**src/irk_pkg.sv**
```systemverilog
// irk_pkg: constants, types and state layout of the infrared key encoder
//
// Contract
// - seven open-drain scan drivers, seven active-low sense inputs held high by pull-ups
// - in stand-by every scan driver conducts to ground
// - sense low starts oscillator, debounce, then drivers are activated one by one
// - single sense lines give 56 codes; lines five plus six extend to 64
// - top drive line seen on the strap selects modulated, else flashed
// - strap pull-down only in stand-by; pull-up replaces it before sensing
// - open strap decodes as sub-system address 0, flashed
// - highest-numbered of drive lines 0 to 5 seen on the strap sets the address
// - drive line n gives sub-system address n plus one
// - address change alone never starts a transmission
// - first scan cycle latches mode, address and command code
// - address sampled only in first scan cycle; later strap changes ignored
// - during multiple key strokes the command code keeps its last single-key value
// - word is toggle high, toggle low, sub-system 2..0, key code MSB first
// - modulated mode puts a fixed reference bit in first toggle position
// - bit value is the spacing between leading edges of pulses or bursts
// - any output pulse is forced low within 1 ms, even if oscillator stalls
// - several keys at once never start a new transmission
// - multiple key condition speeds up scan repetition
// - grounded sense line ignores other keys on it, sends grounded-key code
// - lines five and six on one drive line are one key, codes 56 to 63
// - toggle bits tell the decoder the next word is a new command
// - toggles advance only after minimum release time; fixed during multi-key strokes
// - a started word is always finished even if the key is released
// - base unit 1152 oscillator periods; zero spaced two units, one three
// - modulated carrier cycle 12 oscillator periods, high 4, low 8
package irk_pkg;

   // ************************************************************
   // general sizes and timing
   // ************************************************************
   localparam int NLINES           = 7;
   localparam int CLK_PERIOD_NS    = 10;
   localparam int TOSC_NS          = 2200;
   localparam int OSC_DIV          = TOSC_NS / CLK_PERIOD_NS;
   localparam logic [7:0] OSC_DIV_LAST = 8'(OSC_DIV - 1);
   localparam int LOCKUP_NS        = 1000000;
   localparam int LOCKUP_LIMIT_CYC = LOCKUP_NS / CLK_PERIOD_NS - 1;
   localparam int WORD_DIST_TOSC   = 55296;

   // ************************************************************
   // pulse-distance code, in oscillator periods
   // ************************************************************
   localparam logic [11:0] BASE_UNIT_TICKS = 12'h480;
   localparam logic [11:0] SPACE_ZERO_LAST = 12'(2 * 1152 - 1);
   localparam logic [11:0] SPACE_ONE_LAST  = 12'(3 * 1152 - 1);
   localparam logic [11:0] TX_CNT_MAX      = 12'hFFF;
   localparam logic [11:0] FLASH_PULSE_TICKS = 12'h004;
   localparam logic [3:0]  CARRIER_LAST    = 4'hB;
   localparam logic [3:0]  CARRIER_HIGH    = 4'h4;
   localparam logic [11:0] BURST_TICKS     = 12'(8 * 12);
   localparam logic [3:0]  FINAL_PULSE_IDX = 4'hB;

   // ************************************************************
   // scan timing, in oscillator periods
   // ************************************************************
   localparam logic [7:0]  DEBOUNCE_LAST = 8'h0F;
   localparam logic [7:0]  STEP_LAST     = 8'h03;
   localparam logic [7:0]  GAP_SLOW_LAST = 8'h3F;
   localparam logic [7:0]  GAP_FAST_LAST = 8'h01;
   localparam logic [11:0] REL_TICKS     = 12'h900;
   localparam logic [2:0]  LAST_STEP     = 3'h7;
   localparam logic [2:0]  GND_POS       = 3'h7;

   // ************************************************************
   // key and address coding
   // ************************************************************
   localparam logic [6:0] PAIR_56_MASK   = 7'h60;
   localparam logic [2:0] SENSE_PAIR_IDX = 3'h7;
   localparam logic [2:0] SUB_OPEN       = 3'h7;
   localparam int         MODE_LINE      = 6;
   localparam int         ADDR_LINES     = 6;

   // ************************************************************
   // types
   // ************************************************************
   typedef enum logic [1:0] {PH_STANDBY, PH_DEBOUNCE, PH_SCAN, PH_GAP} irk_phase_t;

   typedef struct packed {
      logic       modulated;
      logic [2:0] sub;
   } irk_addr_t;

   typedef struct packed {
      logic [1:0] cnt;
      logic [5:0] code;
   } irk_key_t;

   typedef struct packed {
      irk_phase_t  phase;
      logic [7:0]  osc_div;
      logic [7:0]  cnt;
      logic [2:0]  step;
      logic [6:0]  gnd_mask;
      irk_key_t    acc;
      logic [6:0]  strap_seen;
      logic        first_scan;
      irk_addr_t   addr;
      logic        have_key;
      logic [5:0]  key_code;
      logic        multi;
      logic [1:0]  toggle;
      logic [11:0] rel_cnt;
      logic        tx_on;
      logic [16:0] word_cnt;
      logic [3:0]  bit_idx;
      logic [11:0] tx_cnt;
      logic [3:0]  car_ph;
      logic [10:0] word_sh;
      logic        pulse_req;
      logic [6:0]  drv_out;
      logic [6:0]  drv_oe_n;
      logic        strap_pu;
      logic        strap_pd;
      logic        osc_en;
   } irk_state_t;

   typedef struct packed {
      logic [16:0] cnt;
      logic        out;
   } irk_guard_t;

   localparam irk_state_t ST_RESET = '{phase: PH_STANDBY, strap_pd: 1'b1, default: '0};

endpackage

```
**src/irk_addr_decode.sv**
```systemverilog
// irk_addr_decode: strap pattern to transmission mode and sub-system bits
`timescale 1ns/1ps
module irk_addr_decode import irk_pkg::*; (
   // drive lines seen on the strap
   input  wire logic [6:0] seen_i,
   // decoded mode and address
   output irk_addr_t       addr_o
);

   always_comb begin
      addr_o.modulated = seen_i[MODE_LINE];
      addr_o.sub       = SUB_OPEN;
      // later lines override earlier ones; drive n sends bits n (address n+1)
      for (int n = 0; n < ADDR_LINES; n++) begin
         if (seen_i[n]) begin
            addr_o.sub = 3'(n);
         end
      end
   end

endmodule

```
**src/irk_lockup_guard.sv**
```systemverilog
// irk_lockup_guard: limits each output pulse to under one millisecond
`timescale 1ns/1ps
module irk_lockup_guard import irk_pkg::*; #(
   parameter logic [16:0] LIMIT = 17'(LOCKUP_LIMIT_CYC)
) (
   // clock and reset
   input  wire logic clk_i,
   input  wire logic nrst_i,
   // pulse request and guarded pulse
   input  wire logic req_i,
   output logic      pulse_o
);

   irk_guard_t g_q;
   irk_guard_t g_d;

   // runs on the system clock, so a stalled oscillator cannot hold the led on
   always_comb begin
      g_d = g_q;
      if (!req_i) begin
         g_d.cnt = '0;
         g_d.out = 1'b0;
      end else if (g_q.cnt < LIMIT) begin
         g_d.cnt = g_q.cnt + 17'h00001;
         g_d.out = 1'b1;
      end else begin
         g_d.out = 1'b0;
      end
   end

   always_ff @(posedge clk_i) begin
      if (!nrst_i) begin
         g_q <= '0;
      end else begin
         g_q <= g_d;
      end
   end

   assign pulse_o = g_q.out;

endmodule

```
**src/irk_encoder.sv**
```systemverilog
// irk_encoder: key matrix scanner and pulse-distance infrared word encoder
`timescale 1ns/1ps
module irk_encoder import irk_pkg::*; #(
   parameter logic [16:0] WORD_TICKS    = 17'(WORD_DIST_TOSC),
   parameter logic [16:0] LOCKUP_CYCLES = 17'(LOCKUP_LIMIT_CYC)
) (
   // clock and reset
   input  wire logic       clk_i,
   input  wire logic       nrst_i,
   // key matrix
   input  wire logic [6:0] key_sense_lines_n_i,
   output logic [6:0]      scan_drive_lines_o,
   output logic [6:0]      scan_drive_lines_oe_n_o,
   // address and mode strap
   input  wire logic       address_mode_strap_i,
   output logic            strap_pull_up_o,
   output logic            strap_pull_down_o,
   // resonator and infrared output
   output logic            resonator_en_o,
   output logic            ir_pattern_out_o,
   // status
   output logic            tx_busy_o,
   output logic            multi_key_o
);

   irk_state_t s_q;
   irk_state_t s_d;
   logic       tick;
   logic [6:0] active;
   logic [6:0] lines;
   logic [2:0] pos;
   irk_key_t   step_key;
   irk_key_t   acc_next;
   logic [2:0] cnt_sum;
   logic [6:0] seen_next;
   irk_addr_t  addr_dec;
   logic       restart;
   logic [7:0] gap_last;

   // ************************************************************
   // key decode of one scan step
   // ************************************************************
   function automatic irk_key_t key_decode(input logic [6:0] l, input logic [2:0] p);
      irk_key_t k;
      k = '0;
      if (l == PAIR_56_MASK) begin
         k.cnt  = 2'h1;
         k.code = {SENSE_PAIR_IDX, p};
      end else begin
         for (int i = 0; i < NLINES; i++) begin
            if (l[i]) begin
               k.cnt  = (k.cnt == 2'h0) ? 2'h1 : 2'h2;
               k.code = {3'(i), p};
            end
         end
      end
      return k;
   endfunction

   irk_addr_decode u_addr (
      .seen_i (seen_next),
      .addr_o (addr_dec)
   );

   // ************************************************************
   // scan step sampling
   // ************************************************************
   assign tick   = s_q.osc_en && (s_q.osc_div == OSC_DIV_LAST);
   assign active = ~key_sense_lines_n_i;
   // step 0 has no driver on: only sense lines tied to ground show
   assign pos    = (s_q.step == 3'h0) ? GND_POS : s_q.step - 3'h1;
   assign lines  = (s_q.step == 3'h0) ? active : (active & ~s_q.gnd_mask);
   assign step_key = key_decode(lines, pos);
   assign cnt_sum  = {1'b0, s_q.acc.cnt} + {1'b0, step_key.cnt};
   assign acc_next.cnt  = (cnt_sum >= 3'h2) ? 2'h2 : cnt_sum[1:0];
   assign acc_next.code = (step_key.cnt != 2'h0) ? step_key.code : s_q.acc.code;
   assign seen_next = (s_q.first_scan && s_q.step != 3'h0 && !address_mode_strap_i)
                    ? (s_q.strap_seen | (7'h01 << pos)) : s_q.strap_seen;
   assign gap_last  = s_q.multi ? GAP_FAST_LAST : GAP_SLOW_LAST;
   assign restart   = s_q.have_key && !s_q.multi;

   // ************************************************************
   // next state
   // ************************************************************
   always_comb begin
      s_d = s_q;
      if (!s_q.osc_en || tick) begin
         s_d.osc_div = 8'h00;
      end else begin
         s_d.osc_div = s_q.osc_div + 8'h01;
      end

      unique case (s_q.phase)
         PH_STANDBY: begin
            s_d.drv_oe_n = '0;
            if (|active) begin
               s_d.phase    = PH_DEBOUNCE;
               s_d.osc_en   = 1'b1;
               s_d.strap_pd = 1'b0;
               s_d.strap_pu = 1'b1;
               s_d.cnt      = 8'h00;
            end
         end
         PH_DEBOUNCE: begin
            if (tick) begin
               if (s_q.cnt == DEBOUNCE_LAST) begin
                  s_d.cnt = 8'h00;
                  if (|active) begin
                     s_d.phase      = PH_SCAN;
                     s_d.step       = 3'h0;
                     s_d.first_scan = 1'b1;
                     s_d.strap_seen = '0;
                     s_d.acc        = '0;
                     s_d.gnd_mask   = '0;
                     s_d.rel_cnt    = '0;
                     s_d.drv_oe_n   = '1;
                  end else begin
                     s_d.phase    = PH_STANDBY;
                     s_d.osc_en   = 1'b0;
                     s_d.strap_pu = 1'b0;
                     s_d.strap_pd = 1'b1;
                     s_d.drv_oe_n = '0;
                  end
               end else begin
                  s_d.cnt = s_q.cnt + 8'h01;
               end
            end
         end
         PH_SCAN: begin
            if (tick) begin
               if (s_q.cnt == STEP_LAST) begin
                  s_d.cnt        = 8'h00;
                  s_d.acc        = acc_next;
                  s_d.strap_seen = seen_next;
                  if (s_q.step == 3'h0) begin
                     s_d.gnd_mask = active;
                  end
                  if (s_q.step == LAST_STEP) begin
                     s_d.phase    = PH_GAP;
                     s_d.drv_oe_n = '1;
                     s_d.acc      = '0;
                     if (s_q.first_scan) begin
                        s_d.addr       = addr_dec;
                        s_d.first_scan = 1'b0;
                     end
                     unique case (acc_next.cnt)
                        2'h0: begin
                           s_d.have_key = 1'b0;
                           s_d.multi    = 1'b0;
                        end
                        2'h1: begin
                           s_d.have_key = 1'b1;
                           s_d.key_code = acc_next.code;
                           s_d.multi    = 1'b0;
                        end
                        default: begin
                           s_d.have_key = 1'b0;
                           s_d.multi    = 1'b1;
                        end
                     endcase
                  end else begin
                     s_d.step     = s_q.step + 3'h1;
                     s_d.drv_oe_n = ~(7'h01 << s_q.step);
                  end
               end else begin
                  s_d.cnt = s_q.cnt + 8'h01;
               end
            end
         end
         PH_GAP: begin
            if (tick) begin
               if (s_q.cnt >= gap_last) begin
                  s_d.cnt = 8'h00;
                  if (!s_q.have_key && !s_q.multi && !s_q.tx_on
                      && s_q.rel_cnt >= REL_TICKS) begin
                     s_d.toggle   = s_q.toggle + 2'h1;
                     s_d.phase    = PH_STANDBY;
                     s_d.osc_en   = 1'b0;
                     s_d.strap_pu = 1'b0;
                     s_d.strap_pd = 1'b1;
                     s_d.drv_oe_n = '0;
                  end else begin
                     s_d.phase    = PH_SCAN;
                     s_d.step     = 3'h0;
                     s_d.gnd_mask = '0;
                     s_d.acc      = '0;
                  end
               end else begin
                  s_d.cnt = s_q.cnt + 8'h01;
               end
            end
         end
      endcase

      // release timing; multi-key strokes hold the toggles still
      if (s_q.have_key || s_q.multi) begin
         s_d.rel_cnt = '0;
      end else if (tick && s_q.rel_cnt < REL_TICKS) begin
         s_d.rel_cnt = s_q.rel_cnt + 12'h001;
      end

      // ************************************************************
      // word transmitter
      // ************************************************************
      if (tick) begin
         if (!s_q.tx_on) begin
            // only a freshly decoded single key starts a word, never the strap
            if (restart && s_q.phase != PH_STANDBY) begin
               s_d.tx_on    = 1'b1;
               s_d.word_cnt = '0;
               s_d.bit_idx  = 4'h0;
               s_d.tx_cnt   = '0;
               s_d.car_ph   = 4'h0;
               s_d.word_sh  = {s_q.addr.modulated ? 1'b1 : s_q.toggle[1],
                               s_q.toggle[0], s_q.addr.sub, s_q.key_code};
            end
         end else begin
            s_d.word_cnt = s_q.word_cnt + 17'h00001;
            s_d.car_ph   = (s_q.car_ph == CARRIER_LAST) ? 4'h0 : s_q.car_ph + 4'h1;
            if (s_q.tx_cnt != TX_CNT_MAX) begin
               s_d.tx_cnt = s_q.tx_cnt + 12'h001;
            end
            if (s_q.bit_idx < FINAL_PULSE_IDX
                && s_q.tx_cnt == (s_q.word_sh[10] ? SPACE_ONE_LAST : SPACE_ZERO_LAST)) begin
               s_d.bit_idx = s_q.bit_idx + 4'h1;
               s_d.tx_cnt  = '0;
               s_d.car_ph  = 4'h0;
               s_d.word_sh = {s_q.word_sh[9:0], 1'b0};
            end
            if (s_q.word_cnt == WORD_TICKS - 17'h00001) begin
               if (restart) begin
                  s_d.word_cnt = '0;
                  s_d.bit_idx  = 4'h0;
                  s_d.tx_cnt   = '0;
                  s_d.car_ph   = 4'h0;
                  s_d.word_sh  = {s_q.addr.modulated ? 1'b1 : s_q.toggle[1],
                                  s_q.toggle[0], s_q.addr.sub, s_q.key_code};
               end else begin
                  s_d.tx_on = 1'b0;
               end
            end
         end
      end

      if (!s_d.tx_on) begin
         s_d.pulse_req = 1'b0;
      end else if (s_d.addr.modulated) begin
         s_d.pulse_req = (s_d.tx_cnt < BURST_TICKS) && (s_d.car_ph < CARRIER_HIGH);
      end else begin
         s_d.pulse_req = s_d.tx_cnt < FLASH_PULSE_TICKS;
      end
   end

   always_ff @(posedge clk_i) begin
      if (!nrst_i) begin
         s_q <= ST_RESET;
      end else begin
         s_q <= s_d;
      end
   end

   irk_lockup_guard #(
      .LIMIT (LOCKUP_CYCLES)
   ) u_guard (
      .clk_i   (clk_i),
      .nrst_i  (nrst_i),
      .req_i   (s_q.pulse_req),
      .pulse_o (ir_pattern_out_o)
   );

   // ************************************************************
   // outputs
   // ************************************************************
   assign scan_drive_lines_o      = s_q.drv_out;
   assign scan_drive_lines_oe_n_o = s_q.drv_oe_n;
   assign strap_pull_up_o         = s_q.strap_pu;
   assign strap_pull_down_o       = s_q.strap_pd;
   assign resonator_en_o          = s_q.osc_en;
   assign tx_busy_o               = s_q.tx_on;
   assign multi_key_o             = s_q.multi;

endmodule

```
**config.mk**
```make
export PLATFORM = sky130hd
export DESIGN_NAME = irk_encoder
export DESIGN_NICKNAME = d
export VERILOG_FILES = /design/src/irk_pkg.sv /design/src/irk_addr_decode.sv /design/src/irk_lockup_guard.sv /design/src/irk_encoder.sv
export SDC_FILE = /design/constraint.sdc
export NUM_CORES = 1
export LEC_CHECK = 0
export ABC_AREA = 1
export BUFFER_PORTS_ARGS = -buffer_cell sky130_fd_sc_hd__buf_2
export CELL_PAD_IN_SITES_DETAIL_PLACEMENT = 1
export CELL_PAD_IN_SITES_GLOBAL_PLACEMENT = 2
export CORE_ASPECT_RATIO = 2
export CORE_UTILIZATION = 38
export DETAILED_ROUTE_END_ITERATION = 12
export GPL_TIMING_DRIVEN = 0
export MAX_ROUTING_LAYER = met4
export PLACE_DENSITY = 0.9
export SLEW_MARGIN = 40
export SYNTH_ARGS = -nofsm -noshare
export SYNTH_HDL_FRONTEND = slang
export SYNTH_SLANG_ARGS = --single-unit
```
**constraint.sdc**
```tcl
create_clock -name clk_i -period 9.2 [get_ports clk_i]
set_input_delay 1.84 -clock clk_i [delete_from_list [all_inputs] [get_ports clk_i]]
set_output_delay 1.84 -clock clk_i [all_outputs]
set_load 0.01 [all_outputs]
```
* Yosys cells after proc, flatten, opt, wreduce, memory -nomap -nowiden
Cells that the tools add are included.
** Word-level totals
- Register bits :: 148
- Input port bits :: 10
- Output and inout port bits :: 20
- Logic and storage cells :: 242
** Cells by class
- Add/sub/neg operators :: 12
- $lt $le $gt $ge :: 9
- Equality and inequality tests :: 27
- Shift operators :: 2
- Muxes and demuxes :: 98
- Bitwise gates (word level) :: 6
- Reduce and logical (&&, ||, !) cells :: 59
** Operators with widths (count)
- 49-bit 2-to-1 mux :: 4
- 8-bit 2-to-1 mux :: 18
- 12-bit 2-to-1 mux :: 7
- 26-bit 2-to-1 mux :: 3
- 7-bit 2-to-1 mux :: 8
- 18-bit one-hot mux with 3 select lines :: 1
- 10-bit 2-to-1 mux :: 5
- 48-bit 2-to-1 mux :: 1
- 46-bit 2-to-1 mux :: 1
- 38-bit 2-to-1 mux :: 1
- 18-bit 2-to-1 mux :: 2
- 17-bit by 1-bit adder with 17-bit output, second input constant :: 2
- 2-bit 2-to-1 mux :: 17
- 34-bit 2-to-1 mux :: 1
- 8-bit one-hot mux with 4 select lines :: 1
- 31-bit 2-to-1 mux :: 1
- 3-bit 2-to-1 mux :: 10
- 2-bit inequality test, second input constant :: 14
- 7-bit one-hot mux with 4 select lines :: 1
- 12-bit by 1-bit adder with 12-bit output, second input constant :: 2
- 7-bit NOT :: 3
- 10-bit AND reduction :: 2
- 6-bit 2-to-1 mux :: 3
- 17-bit by 16-bit equality test with 1-bit output, second input constant :: 1
- 52 further kinds :: 104

* Logic depth before layout (Yosys ltp)
- Depth after elaboration :: 40
- Depth in mapped cells :: 26
- Depth with buffers taken out :: 26

* Hierarchy
From an unflattened synthesis, not the netlist that was laid out.
** Unflattened totals
- Cell total of the unflattened synthesis :: 1271
- Area total of the unflattened synthesis :: 8589.5 um^2
** By module, submodules not included
- irk_encoder :: instances 1, cells an instance 1056, area each 7293.2 um^2, sequential area each 2582.5 um^2
- irk_lockup_guard :: instances 1, cells an instance 198, area each 1222.4 um^2, sequential area each 360.3 um^2
- irk_addr_decode :: instances 1, cells an instance 17, area each 73.8 um^2, sequential area each 0.0 um^2

* Worst setup path before layout
OpenSTA, ideal clock, no wires.
- Path type :: input port to flip-flop
- Start :: input key_sense_lines_n_i[1]
- End :: register s_q[83] (netlist name)
- Setup time :: 0.056 ns
- Data arrival time :: 4.417 ns
- Required time :: 9.144 ns
- Setup slack :: 4.727 ns
- Cell stages on the path :: 18
- Buffers on the path :: 0
- Cells stage by stage :: a21oi_1 > ha_1 > inv_1 > nand3_1 > o21ai_1 > nand3_1 > nand2_1 > inv_2 > nand3_1 > o211ai_1 > ha_1 > fa_1 > nor2_1 > nand2_1 > nor2_1 > o21a_1 > nand2_1 > inv_1
** Between the ends
- Cells in the longest elaborated chain, start to end :: 30
- Elaborated cells between the ends (all ways) :: 33
- Classes of those cells :: add/sub (1); order compare (1); eq/ne (2); mux (20); bitwise (2); reduce/logical (7)
** Ends and longest elaborated chain
- start, declared :: RTL line irk_encoder.sv:11 : input wire logic [6:0] key_sense_lines_n_i,
- 7-bit NOT (*) :: RTL line irk_encoder.sv:69 : assign active = ~key_sense_lines_n_i;
- 7-bit AND :: RTL line irk_encoder.sv:72 : assign lines = (s_q.step == 3'h0) ? active : (active & ~s_q.gnd_mask);
- 7-bit 2-to-1 mux (*) :: RTL line irk_encoder.sv:72
- 8-bit 2-to-1 mux :: RTL line irk_encoder.sv:51 : if (l[i]) begin
- 8-bit 2-to-1 mux :: RTL line irk_encoder.sv:46 : if (l == PAIR_56_MASK) begin
- 2-bit logical NOT :: RTL line irk_encoder.sv:52 : k.cnt = (k.cnt == 2'h0) ? 2'h1 : 2'h2;
- 2-bit 2-to-1 mux :: RTL line irk_encoder.sv:52
- 8-bit 2-to-1 mux :: RTL line irk_encoder.sv:51
- [14 not listed]
- 2-bit 2-to-1 mux :: RTL line irk_encoder.sv:52
- 8-bit 2-to-1 mux :: RTL line irk_encoder.sv:51
- 8-bit 2-to-1 mux (*) :: RTL line irk_encoder.sv:46
- 2-bit by 2-bit adder with 3-bit output :: RTL line irk_encoder.sv:74 : assign cnt_sum = {1'b0, s_q.acc.cnt} + {1'b0, step_key.cnt};
- 3-bit by 2-bit greater-or-equal comparator with 1-bit output :: RTL line irk_encoder.sv:75 : assign acc_next.cnt = (cnt_sum >= 3'h2) ? 2'h2 : cnt_sum[1:0];
- 2-bit 2-to-1 mux :: RTL line irk_encoder.sv:75
- 2-bit by 1-bit equality test with 1-bit output :: RTL line irk_encoder.sv:146 : unique case (acc_next.cnt)
- 5-bit AND reduction (no line)
- end signal, assigned :: RTL line irk_encoder.sv:256 : s_q <= ST_RESET;
- end signal, assigned :: RTL line irk_encoder.sv:258 : s_q <= s_d;
- end, declared :: RTL line irk_encoder.sv:26 : irk_state_t s_q;
Every way passes the cells marked *; elsewhere a longest branch is shown, timed or not. The select of a mux whose other input is x is not followed.
A chain may end at the register's enable or synchronous reset.

* Worst setup path after layout
- Start :: input key_sense_lines_n_i[1]
- End :: register s_q[82] (netlist name)
The elaborated chain is that of the path after synthesis.

==> summary.log <==
qor: clock_tree.postCtsSetupBuffers 0
qor: power.p_leak 3.83 nW
qor: setup_path.timing.critical_path.to_type register
qor: timing.maxSlewViolCount 0
qor: synthesis.synth-edff-count 0
qor: setup_path.cp_data_arrival_time 5.32 ns
qor: timing.relative_slew_margins 0.477
qor: global_route.grt_overflow 0
qor: routing.final_antenna_net_count 0
qor: floorplanning.initial_util 0.390
qor: synthesis.average_cell_area_after_synthesis 6.88 um2
qor: synthesis.netlist_instances 1198
qor: placement.place_congestion 0.865
qor: layout.finalNetCount 1284
qor: synthesis.post_synth_main_area_contributors sky130_fd_sc_hd__dfxtp_1, sky130_fd_sc_hd__nand2_1, sky130_fd_sc_hd__a21oi_1
qor: layout.stdcell_count 1526
qor: layout.layout.cells.most_common sky130_fd_sc_hd__nand2_1
qor: setup_path.critical_setup_path_kind primary input to register
qor: clock_tree.post_cts.resized_instances 0
qor: layout.antennaDiodeCount 0
qor: power.vdd.ir_drop.worst 0.187 mV
qor: global_route.grt_max_degree 17
qor: synthesis.yosys.area.top_type sky130_fd_sc_hd__dfxtp_1
qor: timing.timing_worst_slew_pin_value 0.785 ns
qor: clock_tree.insertion_delay 0.45 ns
qor: clock_tree.cts_max_level 4
qor: power.powerDensity 215 mW/mm2
qor: timing.final_setup_violation_count 0
qor: timing.setup_slack 4.28 ns
qor: layout.flow.area_growth_from_synthesis 13.9%
qor: clock_tree.clockBufferDepth 2
qor: routing.routed_wire_length_per_instance 16.3 um
qor: layout.most-common-layout-cells sky130_fd_sc_hd__nand2_1, sky130_fd_sc_hd__dfxtp_1, sky130_fd_sc_hd__inv_1
qor: timing.hold_violations 0
qor: floorplanning.die-height 210 um
qor: synthesis.synth_area 0.00824 mm2
qor: routing.routed_wl 24900 um
qor: global_route.grt_antenna_before_repair 0
qor: timing.fin_worst_skew 0.00752 ns
qor: routing.post_drt_via_cell_ratio 5.27
qor: synthesis.synthesis_warning_total 0
qor: synthesis.netlist.area_leader.share 0.357
qor: floorplanning.core-area 0.0211 mm2
qor: timing.fin_crit 4.92 ns
qor: placement.place.detailed.hpwl 19400 um
qor: timing.rsz0062_at_grt false
qor: run.max_cap_viol_count 0
qor: synthesis.synth_cell_types 61
qor: layout.fin_area 0.00939 mm2
qor: routing.drt_pre_antenna_iters 4
qor: synthesis.synth_ff_type sky130_fd_sc_hd__dfxtp_1
qor: layout.utilization_after_layout 0.445
qor: clock_tree.clk_transition_reported_paths 0.06 ns
qor: floorplanning.pin_count 30
qor: synthesis.yosysSeqAreaShare 0.357
qor: timing.post-route-period-util 0.535
qor: setup_path.rrSetupSlack 4.82 ns
qor: routing.vias 8041
qor: setup_path.timing.critical_path.fanout_max 6
qor: placement.buffers_on_ports 21
qor: synthesis.synth_async_sr_flop_share 0
qor: clock_tree.cts_hold_buf 0
qor: placement.place_ws 3.82 ns
qor: timing.fmax 0.203 GHz
qor: floorplanning.chipWidth 106 um
qor: setup_path.critical_path.startpoint_type primary input
qor: hold_path.worst_hold_path_type register to register
qor: floorplanning.die-area 0.0223 mm2
qor: layout.fraction_of_final_layout_cells_with_drive_strength_greater_than_1 0.113
qor: global_route.gr_usage_total 0.245
qor: global_route.grt_pass1_wl 40900 um
qor: setup_path.required 9.59 ns
qor: floorplanning.rows 75
qor: global_route.first_global_vias 8503
qor: clock_tree.cts_root_buffer sky130_fd_sc_hd__clkbuf_16
qor: placement.placedCellCount 1494
qor: routing.drcViolationCount 0
qor: clock_tree.clkSinkCount 147
qor: timing.setup-tns-final 0 ns
qor: clock_tree.cts_buffers 17
qor: outcome.status finished, final reports clean
qor: clock_tree.cts_tree built
qor: layout.count_of_filler_cells_inserted_in_the_layout 2772
qor: placement.postPlaceCellArea 0.00871 mm2
qor: synthesis.postSynthRegisterBits 147
qor: routing.drt_first_iter_violations 208
per-stage QoR:
| step | total power, mW | hold slack, ns |
|---|---|---|
| 2_1_floorplan | 1.08 | 0.418 |
| 3_3_place_gp | 1.21 | 0.426 |
| 3_5_place_dp | 1.22 | 0.437 |
| 4_1_cts | 2.05 | 0.450 |
| 5_1_grt | 2.13 | 0.482 |
| 6_report | 2.02 | 0.447 |
area by class of cell:
cell class | count | area [um2] | area share
clock buffers | 20 | 457 | 0.0486
inverters | 165 | 626 | 0.0666
multi-input cells | 855 | 4470 | 0.476
flip-flops and latches | 147 | 2940 | 0.313
well taps | 269 | 337 | 0.0358
clock inverters | 12 | 225 | 0.0240
plain buffers | 37 | 224 | 0.0239
repair buffers | 21 | 105 | 0.0112
registers in the layout (all words and copies together), names as in the netlist:
register / cells
multi_key_o: 1
s_q: 118
scan_drive_lines_oe_n_o: 7
strap_pull_down_o: 1
strap_pull_up_o: 1
tx_busy_o: 1
u_guard.g_q: 17
u_guard.pulse_o: 1
cells by family after synthesis:
logic type,synth area share
simple gates,0.314
compound gates,0.162
buf+inv,0.103
flops,0.357
fa+ha+maj,0.0464
xor+xnor,0.0170
other cells,0.000455
per-layer routing:
metal | vias up | GRT usage | wire length (um)
met4 | 0 | 0.107 | 703
met3 | 46 | 0.0346 | 338
li1 | 4023 | - | -
met2 | 64 | 0.509 | 15100
met1 | 3908 | 0.204 | 8720
met5 | - | - | 0
where the power goes:
| group | internal [mW] | total, mW | leakage [nW] | switching [mW] |
|---|---|---|---|---|
| Clock | 0.524 | 0.816 | 0.323 | 0.292 |
| Combinational | 0.154 | 0.481 | 2.32 | 0.326 |
| Sequential | 0.689 | 0.723 | 1.19 | 0.0340 |
critical path, cell delays in order:
cell                       delay (ns)
sky130_fd_sc_hd__buf_2           0.12
sky130_fd_sc_hd__a21oi_1         0.40
sky130_fd_sc_hd__ha_1            0.34
sky130_fd_sc_hd__inv_1           0.09
sky130_fd_sc_hd__nand3_1         0.10
sky130_fd_sc_hd__o21ai_1         0.17
sky130_fd_sc_hd__nand3_1         0.13
sky130_fd_sc_hd__nand2_1         0.11
sky130_fd_sc_hd__inv_2           0.06
sky130_fd_sc_hd__nand3_1         0.07
sky130_fd_sc_hd__o211ai_1        0.11
sky130_fd_sc_hd__ha_1            0.24
sky130_fd_sc_hd__fa_1            0.47
sky130_fd_sc_hd__nor2_1          0.17
sky130_fd_sc_hd__nand2_1         0.09
sky130_fd_sc_hd__inv_1           0.13
sky130_fd_sc_hd__nand3_1         0.31
sky130_fd_sc_hd__a21oi_1         0.24
sky130_fd_sc_hd__nand2_1         0.08
sky130_fd_sc_hd__inv_1           0.05
synth_stat cells, types with 9 or more instances:
cell type and count:
sky130_fd_sc_hd__a21oi_1 111, sky130_fd_sc_hd__clkbuf_1 14, sky130_fd_sc_hd__nand2_1 222, sky130_fd_sc_hd__nand2_2 9, sky130_fd_sc_hd__a211oi_1 14, sky130_fd_sc_hd__buf_4 15, sky130_fd_sc_hd__nand4_1 15, sky130_fd_sc_hd__o21ai_0 69
sky130_fd_sc_hd__ha_1 29, sky130_fd_sc_hd__nor2_1 144, sky130_fd_sc_hd__inv_2 15, sky130_fd_sc_hd__xor2_1 12, sky130_fd_sc_hd__nor3_1 36, sky130_fd_sc_hd__inv_1 145, sky130_fd_sc_hd__nand3_1 84, sky130_fd_sc_hd__dfxtp_1 147
worst paths after layout:
path / endpoint / cells after the start / startpoint
worst max-delay path: s_q[82] / 20 / key_sense_lines_n_i[1]
worst min-delay path: s_q[127] / 1 / s_q[127]
worst max register to register: s_q[82] / 22 / s_q[116]
worst min register to register: s_q[127] / 1 / s_q[127]
(Power assumes the default switching activity.)
